===== config.mk =====
export PLATFORM = sky130hd
export DESIGN_NAME = bmt_top
export DESIGN_NICKNAME = d
export VERILOG_FILES = /design/src/design/bmt_pkg.sv /design/src/design/bmt_top.sv /design/src/design/bmt_conv_timer.sv
export SDC_FILE = /design/constraint.sdc
export NUM_CORES = 1
export LEC_CHECK = 0
export ABC_CLOCK_PERIOD_IN_PS = 3900
export BUFFER_PORTS_ARGS = -buffer_cell sky130_fd_sc_hd__buf_2
export CAP_MARGIN = 20
export CORE_MARGIN = 10
export CORE_UTILIZATION = 54
export CTS_CLUSTER_SIZE = 25
export DETAILED_ROUTE_END_ITERATION = 10
export GPL_TIMING_DRIVEN = 1
export PLACE_DENSITY = 0.78
export SLEW_MARGIN = 10
export SYNTH_ARGS = -nofsm -noshare
export SYNTH_HDL_FRONTEND = slang
export SYNTH_SLANG_ARGS = --single-unit

===== constraint.sdc =====
create_clock -name mclk -period 3.9 [get_ports mclk]
set_input_delay 0.78 -clock mclk [delete_from_list [all_inputs] [get_ports mclk]]
set_output_delay 0.78 -clock mclk [all_outputs]
set_load 0.02 [all_outputs]

===== src/design/bmt_pkg.sv =====
/*
  Constants for the broadcast measurement trigger: I2C addresses, register
  indices, configuration field layout, conversion timing.
  Assumes a 100 MHz mclk and an I2C master on scl/sda.
*/
// Behaviour
// - Writes to broadcast address 0x7f are accepted regardless of own address.
// - Register 0 holds bus range, shunt gain range and operating mode.
// - Register 0 also holds separate bus and shunt conversion-time fields.
// - Zero bus range selects 16V; zero shunt gain selects 40mV.
// - Conversion-time code 3 gives a 508 us acquisition.
// - Mode 3 runs one acquisition of shunt and bus, then idles.
// - In mode 3, conversion starts as soon as the configuration write is applied.
package bmt_pkg;
  localparam logic [6:0]  BCAST_ADDR     = 7'h7f;
  localparam logic [6:0]  BASE_ADDR      = 7'h40;
  localparam logic [7:0]  REG_CONFIG     = 8'h00;
  localparam logic [7:0]  REG_RESULT     = 8'h03;
  localparam logic [15:0] CONFIG_RESET   = 16'h399f;
  localparam int          BUS_RANGE_LSB  = 13;
  localparam int          GAIN_LSB       = 11;
  localparam int          BCT_LSB        = 7;
  localparam int          SCT_LSB        = 3;
  localparam int          MODE_LSB       = 0;
  localparam logic [2:0]  MODE_TRIG_BOTH = 3'h3;
  localparam logic [1:0]  BUS_RANGE_16V  = 2'h0;
  localparam logic [1:0]  GAIN_40MV      = 2'h0;
  localparam int          CLK_MHZ        = 100;
  localparam int          T508_US        = 508;
  localparam int          CYC_508        = T508_US * CLK_MHZ;
  localparam int          CYC_BASE       = 72 * CLK_MHZ;
endpackage


===== src/design/bmt_top.sv =====
/*
  I2C slave with configuration and result registers and single-shot trigger.
  Assumes scl/sda are asynchronous pins, an open-drain wire resolved outside.
*/
module bmt_top #(
  parameter int CYC3 = bmt_pkg::CYC_508,
  parameter int CYCB = bmt_pkg::CYC_BASE
) (
  input  wire logic        mclk,
  input  wire logic        rst_b,
  input  wire logic [1:0]  addr_sel,
  input  wire logic        scl_i,
  input  wire logic        sda_i,
  output logic             sda_o,
  output logic             sda_oe,
  input  wire logic [15:0] sample_bus,
  input  wire logic [15:0] sample_shunt,
  output logic [15:0]      config_word,
  output logic             conv_start,
  output logic             conv_busy,
  output logic             result_ready
);
  typedef enum logic [6:0] {
    ST_IDLE = 7'h01, ST_ADDR = 7'h02, ST_ACK = 7'h04, ST_RX = 7'h08,
    ST_TX = 7'h10, ST_TXACK = 7'h20, ST_SKIP = 7'h40
  } bmt_state_t;
  typedef enum logic [2:0] {
    CS_IDLE = 3'h1, CS_SHUNT = 3'h2, CS_BUS = 3'h4
  } bmt_conv_t;

  logic rst_s1_q, rst_s2_q, rst_n;
  always_ff @(posedge mclk or negedge rst_b) begin
    if (!rst_b) begin
      rst_s1_q <= 1'b0;
      rst_s2_q <= 1'b0;
    end else begin
      rst_s1_q <= 1'b1;
      rst_s2_q <= rst_s1_q;
    end
  end
  assign rst_n = rst_s2_q;

  // Pin synchronisers, then a third stage for edge detection
  logic [2:0] scl_q, sda_q;
  always_ff @(posedge mclk or negedge rst_n) begin
    if (!rst_n) begin
      scl_q <= 3'h7;
      sda_q <= 3'h7;
    end else begin
      scl_q <= {scl_q[1:0], scl_i};
      sda_q <= {sda_q[1:0], sda_i};
    end
  end
  logic scl_r, scl_f, start_c, stop_c;
  assign scl_r   = scl_q[1] & ~scl_q[2];
  assign scl_f   = ~scl_q[1] & scl_q[2];
  assign start_c = scl_q[2] & scl_q[1] & sda_q[2] & ~sda_q[1];
  assign stop_c  = scl_q[2] & scl_q[1] & ~sda_q[2] & sda_q[1];

  bmt_state_t  st_q, st_d;
  logic [7:0]  sh_q, sh_d;
  logic [3:0]  bit_q, bit_d;
  logic [1:0]  byte_q, byte_d;
  logic        rw_q, rw_d;
  logic [7:0]  ptr_q, ptr_d;
  logic [7:0]  hi_q, hi_d;
  logic [15:0] cfg_q, cfg_d;
  logic        sda_oq, sda_od;
  logic        apply_q, apply_d;
  logic [15:0] result_q, result_d;
  logic [15:0] txw_q, txw_d;
  bmt_conv_t   cs_q, cs_d;
  logic        rdy_q, rdy_d;
  logic        tstart;
  logic [3:0]  tcode;
  logic        tbusy, tdone;

  function automatic logic addr_hit(input logic [6:0] a, input logic [1:0] sel);
    addr_hit = (a == bmt_pkg::BCAST_ADDR)
            || (a == (bmt_pkg::BASE_ADDR | {5'h0, sel}));
  endfunction

  function automatic logic [15:0] read_reg(input logic [7:0] p, input logic [15:0] c,
                                           input logic [15:0] r);
    if (p == bmt_pkg::REG_CONFIG) read_reg = c;
    else if (p == bmt_pkg::REG_RESULT) read_reg = r;
    else read_reg = 16'h0;
  endfunction

  always_comb begin
    st_d = st_q; sh_d = sh_q; bit_d = bit_q; byte_d = byte_q; rw_d = rw_q;
    ptr_d = ptr_q; hi_d = hi_q; cfg_d = cfg_q; sda_od = sda_oq;
    apply_d = 1'b0; txw_d = txw_q;
    if (start_c) begin
      st_d = ST_ADDR; bit_d = 4'h0; byte_d = 2'h0; sda_od = 1'b1;
    end else if (stop_c) begin
      st_d = ST_IDLE; sda_od = 1'b1;
    end else begin
      unique case (st_q)
        ST_IDLE, ST_SKIP: sda_od = 1'b1;
        ST_ADDR, ST_RX: begin
          if (scl_r) begin
            sh_d = {sh_q[6:0], sda_q[1]};
            bit_d = bit_q + 4'h1;
          end
          if (scl_f && bit_q == 4'h8) begin
            bit_d = 4'h0;
            if (st_q == ST_ADDR) begin
              if (addr_hit(sh_q[7:1], addr_sel)) begin
                rw_d = sh_q[0];
                st_d = ST_ACK;
                sda_od = 1'b0;
                txw_d = read_reg(ptr_q, cfg_q, result_q);
              end else begin
                st_d = ST_SKIP;
              end
            end else begin
              st_d = ST_ACK;
              sda_od = 1'b0;
              unique case (byte_q)
                2'h0: ptr_d = sh_q;
                2'h1: hi_d = sh_q;
                default: begin
                  if (ptr_q == bmt_pkg::REG_CONFIG) begin
                    cfg_d = {hi_q, sh_q};
                    apply_d = 1'b1;
                  end
                end
              endcase
              byte_d = (byte_q == 2'h2) ? 2'h1 : byte_q + 2'h1;
            end
          end
        end
        ST_ACK: if (scl_f) begin
          if (rw_q) begin
            st_d = ST_TX;
            sda_od = txw_q[15];
            txw_d = {txw_q[14:0], 1'b0};
            bit_d = 4'h1;
          end else begin
            st_d = ST_RX;
            sda_od = 1'b1;
          end
        end
        ST_TX: if (scl_f) begin
          if (bit_q == 4'h8) begin
            st_d = ST_TXACK; sda_od = 1'b1; bit_d = 4'h0;
          end else begin
            sda_od = txw_q[15];
            txw_d = {txw_q[14:0], 1'b0};
            bit_d = bit_q + 4'h1;
          end
        end
        ST_TXACK: begin
          if (scl_r && sda_q[1]) st_d = ST_SKIP;
          else if (scl_f) begin
            st_d = ST_TX;
            sda_od = txw_q[15];
            txw_d = {txw_q[14:0], 1'b0};
            bit_d = 4'h1;
          end
        end
        default: st_d = ST_IDLE;
      endcase
    end
  end

  // Single-shot sequencer: shunt conversion then bus conversion
  always_comb begin
    cs_d = cs_q; result_d = result_q; rdy_d = rdy_q; tstart = 1'b0;
    tcode = cfg_q[bmt_pkg::SCT_LSB +: 4];
    if (apply_q && cfg_q[bmt_pkg::MODE_LSB +: 3] == bmt_pkg::MODE_TRIG_BOTH) begin
      cs_d = CS_SHUNT; tstart = 1'b1; rdy_d = 1'b0;
    end else begin
      unique case (cs_q)
        CS_IDLE: ;
        CS_SHUNT: if (tdone) begin
          cs_d = CS_BUS; tstart = 1'b1;
          tcode = cfg_q[bmt_pkg::BCT_LSB +: 4];
          result_d = sample_shunt;
        end
        CS_BUS: begin
          tcode = cfg_q[bmt_pkg::BCT_LSB +: 4];
          if (tdone) begin
            cs_d = CS_IDLE; rdy_d = 1'b1; result_d = sample_bus;
          end
        end
        default: cs_d = CS_IDLE;
      endcase
    end
  end

  always_ff @(posedge mclk or negedge rst_n) begin
    if (!rst_n) begin
      st_q <= ST_IDLE; sh_q <= 8'h0; bit_q <= 4'h0; byte_q <= 2'h0;
      rw_q <= 1'b0; ptr_q <= 8'h0; hi_q <= 8'h0;
      cfg_q <= bmt_pkg::CONFIG_RESET; sda_oq <= 1'b1; apply_q <= 1'b0;
      txw_q <= 16'h0; cs_q <= CS_IDLE; result_q <= 16'h0; rdy_q <= 1'b0;
    end else begin
      st_q <= st_d; sh_q <= sh_d; bit_q <= bit_d; byte_q <= byte_d;
      rw_q <= rw_d; ptr_q <= ptr_d; hi_q <= hi_d;
      cfg_q <= cfg_d; sda_oq <= sda_od; apply_q <= apply_d;
      txw_q <= txw_d; cs_q <= cs_d; result_q <= result_d; rdy_q <= rdy_d;
    end
  end

  bmt_conv_timer #(.CYC3(CYC3), .CYCB(CYCB)) u_timer (
    .mclk  (mclk),
    .rst_b (rst_n),
    .start (tstart),
    .code  (tcode),
    .busy  (tbusy),
    .done  (tdone)
  );

  // fields pass straight out; code 0 means lowest range
  assign config_word  = cfg_q;
  assign conv_start   = tstart;
  assign conv_busy    = (cs_q != CS_IDLE) | tbusy;
  assign result_ready = rdy_q;
  assign sda_o  = 1'b0;
  assign sda_oe = ~sda_oq;
endmodule


===== src/design/bmt_conv_timer.sv =====
/*
  Conversion timer: counts the acquisition time of one channel.
  Assumes start is a one-cycle pulse on mclk.
*/
module bmt_conv_timer #(
  parameter int CYC3 = bmt_pkg::CYC_508,
  parameter int CYCB = bmt_pkg::CYC_BASE
) (
  input  wire logic       mclk,
  input  wire logic       rst_b,
  input  wire logic       start,
  input  wire logic [3:0] code,
  output logic            busy,
  output logic            done
);
  // Counts must be ordered and fit the 24-bit counter, doubled base included
  if (CYCB < 1 || CYC3 < CYCB || CYC3 >= 2 ** 24 || CYCB >= 2 ** 23) begin : g_bad_counts
    $error("bad timer counts");
  end
  logic [23:0] cnt_q, cnt_d;
  logic        done_q, done_d;
  function automatic logic [23:0] cycles(input logic [3:0] c);
    unique case (c[1:0])
      2'h3:    cycles = 24'(CYC3);
      2'h2:    cycles = 24'(CYCB * 2);
      2'h1:    cycles = 24'(CYCB);
      default: cycles = 24'(CYCB / 2 + 1);
    endcase
  endfunction
  always_comb begin
    cnt_d  = cnt_q;
    done_d = 1'b0;
    if (start) begin
      cnt_d = cycles(code);
    end else if (cnt_q != 24'h0) begin
      cnt_d = cnt_q - 24'h1;
      done_d = (cnt_q == 24'h1);
    end
  end
  always_ff @(posedge mclk or negedge rst_b) begin
    if (!rst_b) begin
      cnt_q  <= 24'h0;
      done_q <= 1'b0;
    end else begin
      cnt_q  <= cnt_d;
      done_q <= done_d;
    end
  end
  assign busy = (cnt_q != 24'h0);
  assign done = done_q;
endmodule


# --- Word-level counts from Yosys, hierarchy flattened ---
# Index checks and enable logic that the tools add are counted.
totals:
  reg_bits: 125
  latchBits: 0
  ramBits: 0
  romBits: 0
  input_bits: 38
  output_inout_bits: 21
  elab_cells: 207
  n_memories: 0
op_classes:
  add_sub_neg: 3
  mul: 0
  div_mod_pow: 0
  n_lt_le_gt_ge: 0
  n_eq_ne: 53
  shift: 0
  mux: 81
  n_bitwise: 18
  reduce_logical: 32
ops:
  columns: ["cell", "count"]
  rows:
  - ["$mux 16", 13]
  - ["$mux 7", 10]
  - ["$pmux 16 s4", 1]
  - ["$mux 24", 2]
  - ["$pmux 16 s3", 1]
  - ["$mux 4", 10]
  - ["$pmux 7 s5", 1]
  - ["$pmux 16 s2", 1]
  - ["$ne 4x4->1 const B", 7]
  - ["$mux 1", 26]
  - ["$eq 24x1->1 const B", 1]
  - ["$ne 2x2->1 const B", 12]
  - ["$reduce_and 6->1", 4]
  - ["$reduce_bool 24->1", 1]
  - ["$sub 24x1->24 const B", 1]
  - ["$ne 3x3->1 const B", 6]
  - ["$mux 2", 8]
  - ["$pmux 4 s4", 1]
  - ["$eq 7x7->1 const B", 2]
  - ["$reduce_and 7->1", 2]
  - ["$reduce_and 12->1", 1]
  - ["$reduce_and 4->1", 3]
  - ["$reduce_bool 2->1", 6]
  - ["$ne 5x5->1 const B", 2]
  - ["other kinds (38)", 65]

# --- Longest topological paths before layout ---
# Gate-level depths: netlist of the first run.
logic_depth:
  ltp_word: 8
  ltp_mapped: 9
  ltp_nobuf: 8

# --- By module ---
# From an unflattened synthesis of the first run, not the netlist that was laid out.
unflattened:
  cells_unflattened: 593
  hier_area_um2: 6547.5
by_module_without_submodules:
  columns: ["mod", "instances", "cells_each", "area_each_um2", "seq_area_each_um2"]
  rows:
  - ["bmt_top", 1, 438, 5001.0, 2526.2]
  - ["bmt_conv_timer", 1, 155, 1546.5, 625.6]

# --- Worst setup path before layout of the first run ---
# Ideal clock, no wire load.
synth_timing:
  path_type: "reg2out"
  from: "register u_timer.cnt_q[7]"
  to: "output conv_busy"
  arrival_time_ps: 2026
  t_required_ps: 3120
  path_slack_ps: 1094
  path_stages_with_launch: 5
  path_buffers: 0
  path_cell_list: "dfrtp_1 or4_1 nor3_1 nand4_1 or4b_2"
synth_via:
  elab_chain_cells: 2
synth_lines:
  columns: ["element", "line_no", "rtl"]
  rows:
  - ["start, declared", "bmt_conv_timer.sv:20", "logic [23:0] cnt_q, cnt_d;"]
  - ["start signal, assigned", "bmt_conv_timer.sv:45", "cnt_q <= cnt_d;"]
  - ["$reduce_bool 24->1", "bmt_conv_timer.sv:49", "assign busy = (cnt_q != 24'h0);"]
  - ["$or 1x1->1", "bmt_top.sv:219", "assign conv_busy = (cs_q != CS_IDLE) | tbusy;"]
  - ["end, declared", "bmt_top.sv:20", "output logic conv_busy,"]
# No other way between the ends.

# --- Worst setup path in the final report of the first run ---
layout_timing:
  from: "register u_timer.cnt_q[6]"
  to: "output conv_busy"
# Same word-level chain as after synthesis.

==> flow_summary.toml, run 1 <==
[outcome]
status = "finished clean"

[detailed_routing]
vias = 4753
wl_per_cell_um = 18.45
drtIter0Drc = 343
routed_wl_um = 14730
dr.pass1.iters = 5
viasPerCell = 5.956
remaining_drc_errors = 0
ant_nets = 0

[timing]
max_freq_mhz = 289.4
rsz0062_at_grt = "no"
setup_tns_ns = 0
fin_crit_sh = 0.8861
timing.final.hold_violations = 0
fin_ws_ns = 0.4443
worstMarginPinSlew_ns = 1.053
slew_headroom = 0.2952
period_minus_slack_ns = 3.456
slew_violations = 0
finalClockSkew_ns = 0.01321
whs_ns = 0.1239
setup-violations-final = 0

[synthesis]
yosysTopAreaCell = "dfrtp_1"
synth_area_um2 = 6412
synth-seq-cells = 125
synthTopCellsByArea = "dfrtp_1, mux2_2, dfstp_2"
syn_inst = 588
yosysSeqAreaShare = 0.4915
ys.flop_type = "dfrtp_1"
synth_cell_types = 69
synth_top_area_frac = 0.4137
synth_nets = 636
synth_edf_count = 0
yosys_warnings = 0
async_reset_ff_frac = 1.000
syn_avg_cell_area_um2 = 10.91

[clock_network]
cts_repair_resize_count = 0
htree_levels = 4
tritoncts = "built"
clk_latency_ns = 0.43
clockBufferDepth = 2
ctsHoldBuffers = 0
clkSlewWorstSetupHoldPaths_ns = 0.06
numCtsBuffers = 17
clkSinkCount = 125
post_cts_buffers = 0
cts_root_buf = "clkbuf_16"

[global_route]
grt_max_degree = 124
grt_use_met1 = 0.2123
grt_pass1_vias = 4872
busiest_layer = "met2"
grt_overflow = 0
grt_pass1_wl_um = 24220
grt_usage = 0.1825
grt_use_met2 = 0.3174
gr-usage-met3 = 0.04353
antenna_found_initial = 0

[critical_path]
r2r_start = "st_q[3]"
cp_max_fo = 3
critPathBufInv = 1
cp_slowest_cell = "or4b_2"
r2r-end = "txw_q[13]"
crit_cells = 5
critical_path_arrival_ns = 2.68
setup.worst_path.end = "conv_busy"
cpPeakStageDelay_ns = 0.64
crit_required_ns = 3.12
cp_top_family = "simple AND/OR/NAND/NOR gates"
crit_path_end_kind = "output port"
crit_chain = "or4_1 > nor3_1 > nand4_1 > or4b_2 > buf_2"
rr_worst_depth = 5
r2r_slack_ns = 1.00
cp-start-kind = "register"
critical_path_class = "register to output port"
crit_start = "u_timer.cnt_q[6]"

[floorplan]
die_h_um = 129.0
die_x_um = 129.0
std_cell_rows = 39
io_pins = 59
core_um2 = 11520
dieArea_um2 = 16630
start_util = 0.5568

[layout]
n_antenna_cell = 0
fin_nets = 690
fillerInstances = 881
mostFrequentLayoutCells = "dfrtp_1, buf_2, nand2_1, o21ai_0, mux2_2"
final_common_cell = "dfrtp_1"
register_area_um2 = 3156
multi_input_area_um2 = 3072
drive_above_1_share = 0.3023
synthToLayoutAreaGrowth_pct = 16.14

[power_and_ir_drop]
leakage_nw = 3.455
power.density_nw_per_um2 = 471.3
irDropWorstVdd_v = 0.0003557

[placed_design]
routabilityCongestion = 0.8554
portBuffers = 57
hpwlAfterDp_um = 10130
place_worst_setup_slack_ns = 0.9372

[hold_path]
hold_class = "input port to asynchronous set/reset pin"

[job]
cap_violations = 0
flip-flops by register name, summed over array words and instances, names as in the netlist, 2 cells and up:
register	cells
bit_q	4
u_timer.cnt_q	24
result_q	16
scl_q	3
sda_q	3
hi_q	8
config_word	16
txw_q	16
st_q	7
byte_q	2
sh_q	8
ptr_q	8
cs_q	3
power breakdown:
| group | leakage (nW) | internal (mW) | switching [mW] |
|---|---|---|---|
| logic | 1.52 | 0.153 | 0.248 |
| registers | 1.63 | 1.36 | 0.0688 |
| clock network | 0.309 | 1.12 | 0.568 |
| total | 3.45 | 2.63 | 0.885 |
cells in the mapped netlist (3+ instances only):
library cell,number
mux2i_1,20
a31oi_1,4
nor3_1,8
clkbuf_1,19
a211oi_1,3
nor3b_1,4
a22oi_1,17
dfrtp_1,106
nor4_1,6
o31ai_1,3
a21oi_1,13
or4_1,4
ha_1,10
a21boi_0,3
dfstp_2,19
buf_2,5
nand3b_1,5
nand4_1,6
o21ai_0,49
inv_1,10
o2111ai_1,3
nand2b_1,7
xor2_1,16
nor2_1,39
nand2_1,56
mux2_2,48
nor2b_1,8
and3_1,4
and2_1,4
nand4b_1,4
nand3_1,20
mux2_4,10
xnor2_1,10
how the worst min path moves through the flow:
stage                           to  slack [ns]
after global placement       rst_n        0.34
after CTS                 rst_s1_q        0.12
after floorplan              rst_n        0.33
after detailed placement     rst_n        0.34
final                        rst_n        0.12
after global routing         rst_n        0.12
cell type report:
cell class | count | share of cell area
sequential | 125 | 0.4237
multi-input combinational | 422 | 0.4125
clock buffer | 21 | 0.06317
timing repair buffer | 66 | 0.04956
tap | 143 | 0.02403
clock inverter | 11 | 0.02201
inverter | 10 | 0.005040
layer usage:
layer	wire [µm]	up-vias
met3	505	16
met1	6279	2397
met2	7745	120
met4	195	0
met5	0	-
li1	-	2220
cells by family after synthesis:
family	share of synthesized area
simple gates	0.1649
flops	0.4915
compound gates	0.1179
mux	0.1389
buf+inv	0.03063
xor+xnor	0.03551
fa+ha+maj	0.01951
other cells	0.001171
per-stage QoR:
| step | utilization | area, µm² | instances | power (mW) |
|---|---|---|---|---|
| 2_1_floorplan | - | 6412 | 588 | 1.735 |
| 4_1_cts | 0.6457 | 7436 | 797 | 3.531 |
| 3_3_place_gp | 0.5906 | 6802 | 765 | 1.829 |
| 5_1_grt | 0.6467 | 7447 | 798 | 3.641 |
| 6_report | 0.6467 | 7447 | 798 | 3.510 |
| 3_5_place_dp | 0.5906 | 6802 | 765 | 1.849 |
No activity file was read; power rests on OpenSTA's default activity.
==> inputs of run 2 (changes only) <==
Settings changed: CORE_ASPECT_RATIO from default to 1.4.
==> run 2 against run 1 <==
Effect of this change: via count decreased by 0.84%; sequential power is essentially flat; wire length shrank 0.26%; clock skew down 0.0034 ns; die area is 0.37% higher; critical path depth unchanged; sequential share of layout area increased by 0.19 points; sequential cell count is the same; critical endpoint unchanged.
==> flow_summary.toml, run 2 (same netlist as run 1, synthesis figures left out) <==
[layout]
final_common_cell = "dfrtp_1"
largest_reg_flops = 24
n_antenna_cell = 0
fin_nets = 690
fillerInstances = 906
mostFrequentLayoutCells = "dfrtp_1, buf_2, nand2_1, o21ai_0, mux2_2"
regMostFlops = "u_timer.cnt_q"
drive_above_1_share = 0.3023
synthToLayoutAreaGrowth_pct = 15.63

[floorplan]
start_util = 0.5480
die_x_um = 112.1
core_um2 = 11700
dieArea_um2 = 16690
die_h_um = 148.9
io_pins = 59
std_cell_rows = 47

[placed_design]
hpwlAfterDp_um = 10500
portBuffers = 57
routabilityCongestion = 0.8839
place_worst_setup_slack_ns = 0.9850

[detailed_routing]
drtIter0Drc = 275
routed_wl_um = 14690
viasPerCell = 5.877
remaining_drc_errors = 0
vias = 4713
wl_per_cell_um = 18.31
ant_nets = 0
dr.pass1.iters = 4

[critical_path]
crit_path_end_kind = "output port"
cp_top_family = "simple AND/OR/NAND/NOR gates"
crit_required_ns = 3.12
cp-start-kind = "register"
critPathBufInv = 1
critical_path_class = "register to output port"
critical_path_arrival_ns = 2.56
crit_chain = "or4_1 > nor3_1 > nand4_1 > or4b_2 > buf_2"
cp_max_fo = 4
cp_slowest_cell = "or4b_2"
cpPeakStageDelay_ns = 0.62

[timing]
slew_headroom = 0.2519
setup-violations-final = 0
max_freq_mhz = 299.3
timing.final.hold_violations = 0
slew_violations = 0
fin_crit_sh = 0.8568
fin_ws_ns = 0.5584
worstMarginPinSlew_ns = 1.117
finalClockSkew_ns = 0.009802
setup_tns_ns = 0
rsz0062_at_grt = "no"
period_minus_slack_ns = 3.342

[global_route]
grt_pass1_wl_um = 24960
grt_pass1_vias = 4951
grt_max_degree = 70
antenna_found_initial = 0
grt_usage = 0.1802
grt_overflow = 0

[power_and_ir_drop]
irDropWorstVdd_v = 0.0002678
power.density_nw_per_um2 = 466.4
leakage_nw = 3.431

[clock_network]
cts_repair_resize_count = 0
clockBufferDepth = 2
clk_latency_ns = 0.41
numCtsBuffers = 17
clkSinkCount = 125
htree_levels = 4
clkSlewWorstSetupHoldPaths_ns = 0.06
ctsHoldBuffers = 0
tritoncts = "built"
cts_root_buf = "clkbuf_16"
post_cts_buffers = 0

[hold_path]
hold_class = "input port to asynchronous set/reset pin"

[job]
cap_violations = 0

[outcome]
status = "finished clean"
[run 2: cell types whose count changed in the layout (fill, tap and decap cells not counted), sizes merged]
cell / before / now
inv: 11 / 15
clkbuf: 21 / 18
bufinv: 4 / 3
clkinv: 4 / 3
clkinvlp: 2 / 3
[run 2: final timing paths]
kind / startpoint / to / slack, ns / cells after the start
max in group asynchronous: rst_n / scl_q[1] / 2.45 / 1
min in group mclk: sda_q[0] / sda_q[1] / 0.35 / 0
max reg2reg: st_q[3] / txw_q[1] / 1.12 / 7
min reg2reg: sda_q[0] / sda_q[1] / 0.35 / 0
min: rst_b / rst_s1_q / 0.14 / 1
max: u_timer.cnt_q[19] / conv_busy / 0.56 / 5
[run 2: area by class of cell]
type	instances	area, µm²	area share
Multi-Input combinational cell	422	3072	0.4143
Timing Repair Buffer	66	352.8	0.04759
Sequential cell	125	3156	0.4256
Clock inverter	14	183.9	0.02481
Clock buffer	18	429.2	0.05788
Inverter	10	37.54	0.005062
Tap cell	147	183.9	0.02481
[run 2: layer usage]
| metal | GRT usage | vias up | routed length (µm) |
|---|---|---|---|
| met5 | 0 | - | 0 |
| met4 | 0.08270 | 0 | 348 |
| met3 | 0.04308 | 29 | 487 |
| met2 | 0.3174 | 98 | 8084 |
| met1 | 0.2003 | 2366 | 5767 |
| li1 | - | 2220 | - |
[run 2: where the power goes]
part           internal [mW]  switching (mW)
logic                  0.153           0.236
clock network           1.02           0.611
registers               1.35          0.0842
[run 2: through the flow]
step | power (mW) | cells | hold slack (ns) | utilization | cell area [µm²]
after floorplan | 1.735 | 588 | 0.3312 | - | 6412
after global placement | 1.829 | 769 | 0.3368 | 0.5806 | 6794
after detailed placement | 1.843 | 769 | 0.3450 | 0.5806 | 6794
after CTS | 3.481 | 801 | 0.1202 | 0.6330 | 7407
final | 3.458 | 802 | 0.1367 | 0.6336 | 7415
after global routing | 3.585 | 802 | 0.1223 | 0.6336 | 7415
